## src/hw/ulp_pkg.sv

```systemverilog
// Package for the USB link power and timing configuration block.
// Assumes a single 100 MHz core clock and an AHB-Lite register port.
package ulp_pkg;
  // Register map
  localparam logic [11:0] CFG1_OFFSET = 12'h084;
  // Field positions
  localparam int U1_SELF_BIT = 10;
  localparam int U1_HOST_BIT = 9;
  localparam int LTM_BIT = 8;
  localparam int FS_TRIM_LSB = 4;
  localparam int FS_TRIM_W = 3;
  localparam int HS_TRIM_LSB = 13;
  localparam int HS_TRIM_W = 3;
  // Fallback defaults when no image is loaded
  localparam logic U1_SELF_RST = 1'h0;
  localparam logic U1_HOST_RST = 1'h1;
  localparam logic LTM_RST = 1'h0;
  localparam logic [2:0] FS_TRIM_RST = 3'h0;
  localparam logic [2:0] HS_TRIM_RST = 3'h0;
  // Timing in tenths of a full-speed bit time
  localparam logic [7:0] FS_BASE_MIN_TENTHS = 8'ha0;
  localparam logic [7:0] FS_BASE_MAX_TENTHS = 8'hb4;
  localparam logic [7:0] FS_BASE_TENTHS = 8'haa;
  localparam logic [7:0] FS_PER_PHYCLK_TENTHS = 8'h02;
  // High-speed bit times per 60 MHz PHY clock
  localparam logic [7:0] HS_PER_PHYCLK_BITS = 8'h08;

  // Stored configuration fields
  typedef struct packed {
    logic u1_self_initiate_enable;
    logic u1_host_request_accept;
    logic latency_tolerance_msg_enable;
    logic [2:0] fullspeed_gap_timeout_trim;
    logic [2:0] highspeed_gap_timeout_trim;
  } ulp_cfg_t;

  // Outputs toward the device controller
  typedef struct packed {
    logic u1_self_start_allow;
    logic u1_host_accept;
    logic ltm_msg_allow;
    logic [2:0] trim_to_ctrl;
    logic [7:0] fs_timeout_tenths;
  } ulp_ctl_t;
endpackage

```

## src/hw/ulp_ahb_slave.sv

```systemverilog
// AHB-Lite slave front end: captures the address phase, answers in
// the data phase with zero wait states and always OKAY.
// Assumes single word transfers from one master.
`timescale 1ns/10ps
module ulp_ahb_slave (
  input wire logic clock,
  input wire logic rst_b,
  input wire logic hsel,
  input wire logic [31:0] haddr,
  input wire logic [1:0] htrans,
  input wire logic hwrite,
  input wire logic [2:0] hsize,
  input wire logic hready,
  output logic hreadyout,
  output logic hresp,
  output logic wr_pulse,
  output logic rd_hit,
  output logic hit
);
  typedef struct packed {
    logic wr;
    logic hit;
  } ulp_ahb_st_t;
  ulp_ahb_st_t st_ff, nxt_st;

  // Latch the address phase when the bus is ready
  always_comb begin
    nxt_st = st_ff;
    if (hready) begin
      nxt_st.wr = hsel && htrans[1] && hwrite;
      nxt_st.hit = haddr[11:0] == ulp_pkg::CFG1_OFFSET && hsize == 3'h2;
    end
  end

  always_ff @(posedge clock or negedge rst_b) begin
    if (!rst_b) begin
      st_ff <= '0;
    end else begin
      st_ff <= nxt_st;
    end
  end

  assign hreadyout = 1'b1; // No wait states needed
  assign hresp = 1'b0;
  assign wr_pulse = st_ff.wr && st_ff.hit;
  // Address phase decode, so read data can be registered for the data phase
  assign rd_hit = hready && hsel && htrans[1] && !hwrite;
  assign hit = haddr[11:0] == ulp_pkg::CFG1_OFFSET && hsize == 3'h2;
endmodule

```

## src/hw/ulp_link_cfg.sv

```systemverilog
// USB link power and timing configuration register and its controls.
// Assumes image values arrive with a load strobe from the config loader.
`timescale 1ns/10ps
module ulp_link_cfg (
  input wire logic clock,
  input wire logic rst_b,
  input wire logic hsel,
  input wire logic [31:0] haddr,
  input wire logic [1:0] htrans,
  input wire logic hwrite,
  input wire logic [2:0] hsize,
  input wire logic hready,
  input wire logic [31:0] hwdata,
  output logic [31:0] hrdata,
  output logic hreadyout,
  output logic hresp,
  input wire logic image_load,
  input wire logic image_valid,
  input wire ulp_pkg::ulp_cfg_t image_cfg,
  input wire logic usb_reset,
  input wire logic lite_reset,
  input wire logic reset_protect,
  input wire logic host_u1_feature,
  input wire logic full_speed,
  output ulp_pkg::ulp_ctl_t ctl
);
  typedef struct packed {
    ulp_pkg::ulp_cfg_t cfg;
    ulp_pkg::ulp_cfg_t image;
    ulp_pkg::ulp_ctl_t ctl;
    logic [31:0] rdata;
  } ulp_state_t;

  ulp_state_t st_ff, nxt_st;
  logic wr_pulse;
  logic rd_hit;
  logic hit;
  logic [7:0] fs_tenths;
  ulp_pkg::ulp_cfg_t reset_cfg;

  ulp_ahb_slave u_slave (
    .clock(clock),
    .rst_b(rst_b),
    .hsel(hsel),
    .haddr(haddr),
    .htrans(htrans),
    .hwrite(hwrite),
    .hsize(hsize),
    .hready(hready),
    .hreadyout(hreadyout),
    .hresp(hresp),
    .wr_pulse(wr_pulse),
    .rd_hit(rd_hit),
    .hit(hit)
  );

  ulp_timeout_calc u_calc (
    .trim(st_ff.cfg.fullspeed_gap_timeout_trim),
    .tenths(fs_tenths)
  );

  // Register word as software sees it; reserved bits stay zero
  function automatic logic [31:0] pack_word(input ulp_pkg::ulp_cfg_t c);
    logic [31:0] w;
    w = 32'h0000_0000;
    w[ulp_pkg::U1_SELF_BIT] = c.u1_self_initiate_enable;
    w[ulp_pkg::U1_HOST_BIT] = c.u1_host_request_accept;
    w[ulp_pkg::LTM_BIT] = c.latency_tolerance_msg_enable;
    w[ulp_pkg::FS_TRIM_LSB +: ulp_pkg::FS_TRIM_W] = c.fullspeed_gap_timeout_trim;
    w[ulp_pkg::HS_TRIM_LSB +: ulp_pkg::HS_TRIM_W] = c.highspeed_gap_timeout_trim;
    return w;
  endfunction

  // Fallback values when no image has been loaded
  always_comb begin
    reset_cfg.u1_self_initiate_enable = ulp_pkg::U1_SELF_RST;
    reset_cfg.u1_host_request_accept = ulp_pkg::U1_HOST_RST;
    reset_cfg.latency_tolerance_msg_enable = ulp_pkg::LTM_RST;
    reset_cfg.fullspeed_gap_timeout_trim = ulp_pkg::FS_TRIM_RST;
    reset_cfg.highspeed_gap_timeout_trim = ulp_pkg::HS_TRIM_RST;
  end

  // Next state: image capture, link resets, software writes, outputs
  always_comb begin
    nxt_st = st_ff;
    if (image_load) begin
      nxt_st.image = image_valid ? image_cfg : reset_cfg;
      nxt_st.cfg = nxt_st.image;
    end else if (usb_reset || lite_reset) begin
      // Protected enables keep their value while protection is on
      nxt_st.cfg = st_ff.image;
      if (reset_protect) begin
        nxt_st.cfg.u1_self_initiate_enable = st_ff.cfg.u1_self_initiate_enable;
        nxt_st.cfg.u1_host_request_accept = st_ff.cfg.u1_host_request_accept;
        nxt_st.cfg.latency_tolerance_msg_enable =
          st_ff.cfg.latency_tolerance_msg_enable;
      end
    end else if (wr_pulse) begin
      // Only defined fields take write data
      nxt_st.cfg.u1_self_initiate_enable = hwdata[ulp_pkg::U1_SELF_BIT];
      nxt_st.cfg.u1_host_request_accept = hwdata[ulp_pkg::U1_HOST_BIT];
      nxt_st.cfg.latency_tolerance_msg_enable = hwdata[ulp_pkg::LTM_BIT];
      nxt_st.cfg.fullspeed_gap_timeout_trim =
        hwdata[ulp_pkg::FS_TRIM_LSB +: ulp_pkg::FS_TRIM_W];
      nxt_st.cfg.highspeed_gap_timeout_trim =
        hwdata[ulp_pkg::HS_TRIM_LSB +: ulp_pkg::HS_TRIM_W];
    end
    // Read word taken in the address phase so hrdata comes from a flop;
    // using the next value forwards a write whose data phase is this cycle
    nxt_st.rdata = (rd_hit && hit) ? pack_word(nxt_st.cfg) : 32'h0000_0000;
    // Controls from current settings; self-start also needs the host U1 feature
    nxt_st.ctl.u1_self_start_allow =
      st_ff.cfg.u1_self_initiate_enable && host_u1_feature;
    nxt_st.ctl.u1_host_accept = st_ff.cfg.u1_host_request_accept;
    nxt_st.ctl.ltm_msg_allow = st_ff.cfg.latency_tolerance_msg_enable;
    nxt_st.ctl.trim_to_ctrl = full_speed ? st_ff.cfg.fullspeed_gap_timeout_trim
                                         : st_ff.cfg.highspeed_gap_timeout_trim;
    nxt_st.ctl.fs_timeout_tenths = fs_tenths;
  end

  always_ff @(posedge clock or negedge rst_b) begin
    if (!rst_b) begin
      st_ff.cfg <= {ulp_pkg::U1_SELF_RST, ulp_pkg::U1_HOST_RST, ulp_pkg::LTM_RST,
                    ulp_pkg::FS_TRIM_RST, ulp_pkg::HS_TRIM_RST};
      st_ff.image <= {ulp_pkg::U1_SELF_RST, ulp_pkg::U1_HOST_RST, ulp_pkg::LTM_RST,
                      ulp_pkg::FS_TRIM_RST, ulp_pkg::HS_TRIM_RST};
      st_ff.ctl <= '0;
      st_ff.rdata <= 32'h0000_0000;
    end else begin
      st_ff <= nxt_st;
    end
  end

  // Read data stands in the data phase only, zero otherwise
  assign hrdata = st_ff.rdata;
  assign ctl = st_ff.ctl;
endmodule

```

## src/hw/ulp_timeout_calc.sv

```systemverilog
// Full-speed inter-packet timeout with PHY delay trim added.
// Assumes a 60 MHz PHY clock, the only rate supported.
`timescale 1ns/10ps
module ulp_timeout_calc #(
  parameter logic [7:0] BASE_TENTHS = ulp_pkg::FS_BASE_TENTHS
) (
  input wire logic [2:0] trim,
  output logic [7:0] tenths
);
  // Refuse a base outside the standard full-speed window at elaboration
  if (BASE_TENTHS < ulp_pkg::FS_BASE_MIN_TENTHS ||
      BASE_TENTHS > ulp_pkg::FS_BASE_MAX_TENTHS) begin : g_bad_base
    $error("base timeout outside 16 to 18 bit times");
  end

  // Each 60 MHz PHY clock is two tenths of a bit time
  assign tenths = BASE_TENTHS + 8'(trim) * ulp_pkg::FS_PER_PHYCLK_TENTHS;
endmodule

```

## config.mk

```make
export PLATFORM = sky130hd
export DESIGN_NAME = ulp_link_cfg
export DESIGN_NICKNAME = d
export VERILOG_FILES = /design/src/hw/ulp_pkg.sv /design/src/hw/ulp_ahb_slave.sv /design/src/hw/ulp_link_cfg.sv /design/src/hw/ulp_timeout_calc.sv
export SDC_FILE = /design/constraint.sdc
export NUM_CORES = 1
export LEC_CHECK = 0
export BUFFER_PORTS_ARGS = -buffer_cell sky130_fd_sc_hd__buf_2
export CAP_MARGIN = 30
export CORE_MARGIN = 1.5
export CORE_UTILIZATION = 30
export CTS_BUF_LIST = sky130_fd_sc_hd__clkbuf_2 sky130_fd_sc_hd__clkbuf_4 sky130_fd_sc_hd__clkbuf_8
export CTS_CLUSTER_SIZE = 12
export DETAILED_ROUTE_END_ITERATION = 8
export GPL_ROUTABILITY_DRIVEN = 1
export GPL_TIMING_DRIVEN = 0
export SYNTH_ARGS = -nofsm -noshare
export SYNTH_HDL_FRONTEND = slang
export SYNTH_SLANG_ARGS = --single-unit
```

## constraint.sdc

```tcl
create_clock -name clock -period 1.5 [get_ports clock]
set_input_delay 0.225 -clock clock [delete_from_list [all_inputs] [get_ports clock]]
set_output_delay 0.225 -clock clock [all_outputs]
set_load 0.02 [all_outputs]
```

==> out/qor.txt <==
Syn-to-layout area delta: 30.8%
placed cell area: 2690 um^2
TNS Setup: 0 ns
CP arrival: 1.58 ns
IO Port Bufs: 66
core footprint: 6870 um^2
DRC: 0
Synth Flop Type: dfrtp_1
ys async rst share: 1.00
post-layout instance area: 2810 um^2
worst flop-to-flop path endpoint: hrdata[8]$_DFF_PN0_
GRT Util Overall: 0.119
Hold WS: 0.0548 ns
Initial DRC Count: 52
Hold Vio Cnt, Final: 0
RSZ-0062 raised after global routing: no
final setup violating endpoints: 0
Worst Path Required: 1.69 ns
slowest library cell on the worst path: dfrtp_2
mapped cell area: 2140 um^2
Max Slew Vio Count: 0
chip height: 87.6 um
M2 GR Usage: 0.182
TritonCTS Buffers: 5
area share of the largest cell type after synthesis: 0.443
initial antenna violation count: 0
first-pass iteration count of the detailed router: 4
relative slew slack: 0.401
CP cell instances: buf_2 > a21boi_0 > o21ai_0 > a311oi_1
CP Class: register to register
Longest Clk Path Bufs: 2
CP Capture Type: register
Layout Nets: 393
clk slew on worst S/H paths: 0.08 ns
grt ovf: 0
Unique masters post-synth: 32
Max-cap violations: 0
Worst path max stage delay: 0.46 ns
max frequency: 722 MHz
Clock Skews: 0.0115 ns
leading cell type by number of instances after synthesis: buf_4
DRT Wirelength: 4600 um
cell family with most CP delay: compound AO/OA/AOI/OAI gates
Power Dens Cells: 847 nW/um^2
Final Wtd Congestion: 0.805
Core Rows: 30
root buf cell: clkbuf_8
register area share after synthesis: 0.468
r2r setup slk: 0.12 ns
Routed wire per std cell: 11.5 um
Worst setup SP type: register
Avg Inst Size Synth: 10.7 um^2
R2R Path Start: u_slave.st_ff[1]$_DFFE_PN0P_
Bufs and invs on worst path: 1
maximum fanout along the worst path: 10
Finished Core Util: 0.408
Clock Latency Late Sink: 0.29 ns
Yosys reg bits: 40
Detail Route Antenna Nets: 0
CTS Sinks: 40
n_diodes: 0
Final Cycle Share: 0.923
number of I/O pins: 138
Starting Density: 0.312
post-layout min period: 1.38 ns
EDFF count, synth: 0
Post-synth top cells: buf_4 (48), dfrtp_1 (38), nand2_1 (18), o21ai_0 (18), inv_1 (11)
global-route wire length before repair: 6930 um
TritonCTS clock tree: done
DPL Wire Length: 3460 um
total of warnings raised by yosys: 0
M1 GR Usage: 0.162
Worst R2R Path Depth: 4
via count: 1599
Peak VDD IR: 0.290 mV
placed insts: 388
drt via density: 4.01
met3 Track Usage GR: 0.0349
status: complete, no violations
most area-consuming cells after synthesis: dfrtp_1 (44%), buf_4 (17%), nor4b_4 (4.4%)
Most Used Layer, Global Route: met2
Leakage: 1.53 nW
Yosys top cell by area: dfrtp_1
Stages on worst setup path: 4
die area: 7670 um^2
fraction of layout cells with a size suffix above 1: 0.485
Mapped Cells: 200
cts hold-fix bufs: 0
Horiz. Die Dim: 87.6 um
number of global-route vias before repair: 1397
worst hold path type: primary input to async pin
Non-Filler Instances: 399
worst slew pin tran: 0.898 ns
CTS HTree Levels: 2
largest net degree at the start of global routing: 41
==> worst max-delay path by stage <==
| stage | startpoint | slack (ns) | end |
|---|---|---|---|
| 5_1_grt | u_slave.st_ff[1]$_DFFE_PN0P_ | 0.02 | hrdata[15]$_DFF_PN0_ |
| 3_3_place_gp | haddr[9] | 0.07 | hrdata[9]$_DFF_PN0_ |
| 2_1_floorplan | u_slave.st_ff[1]$_DFFE_PN0P_ | 0.33 | hrdata[8]$_DFF_PN0_ |
| 6_report | u_slave.st_ff[1]$_DFFE_PN0P_ | 0.12 | hrdata[8]$_DFF_PN0_ |
| 4_1_cts | u_slave.st_ff[0]$_DFFE_PN0P_ | 0.05 | hrdata[6]$_DFF_PN0_ |
| 3_5_place_dp | image_load | 0.05 | hrdata[8]$_DFF_PN0_ |
==> flip-flops by register name, summed over array words and instances (netlist names) <==
signal         cells
ctl               11
st_ff             16
hrdata             9
u_slave.st_ff      2
nxt_st             2
==> power by group <==
part	switching (mW)	total (mW)	internal, mW
combinational	0.257	0.480	0.222
clock	0.380	0.704	0.324
sequential	0.0393	1.19	1.15
total	0.676	2.38	1.70
==> layout by cell type (no fill, tap or decap), drive strengths merged, types with 2 or more instances in the layout <==
master    n
a211oi    6
a21boi    8
a22oi     6
a311oi    2
and2      2
and3      8
buf     122
clkbuf    6
clkinv    3
conb     28
dfrtp    38
dfstp     2
inv      11
mux2      5
mux2i     2
nand2    18
nand3     2
nand4     2
nor4b     4
o21ai    18
==> through the flow <==
step	setup WS (ns)	power, mW
after floorplan	0.330	1.53
after global placement	0.0687	1.68
after detailed placement	0.0538	1.69
after CTS	0.0494	2.40
after global routing	0.0247	2.51
final	0.116	2.38
==> metal layers <==
layer | part of all wire | vias to the layer above
met5 | 0 | -
li1 | - | 810
met1 | 0.44 | 728
met3 | 0.073 | 7
met4 | 0.011 | 0
met2 | 0.48 | 54
==> cell families after synthesis <==
family,Yosys count,synth area share
mux,7,0.0356
flops,40,0.468
buf+inv,65,0.204
simple gates,38,0.134
compound gates,46,0.146
xor+xnor,1,0.00408
other cells,2,0.00350
fa+ha+maj,1,0.00583
==> timing repair <==
item,CTS,global route
buffers inserted,0,3
endpoints found under the setup margin,0,7
endpoints found under the hold margin,0,0
gates resized for setup,0,3
==> area by class of cell <==
class	instances	area, um^2
plain buffers	54	395
flip-flops and latches	40	1010
clock inverters	3	18.8
clock buffers	5	68.8
repair buffers	69	353
inverters	11	41.3
multi-input cells	121	802
well taps	96	120
fillers	709	4060
(Power assumes the default switching activity.)
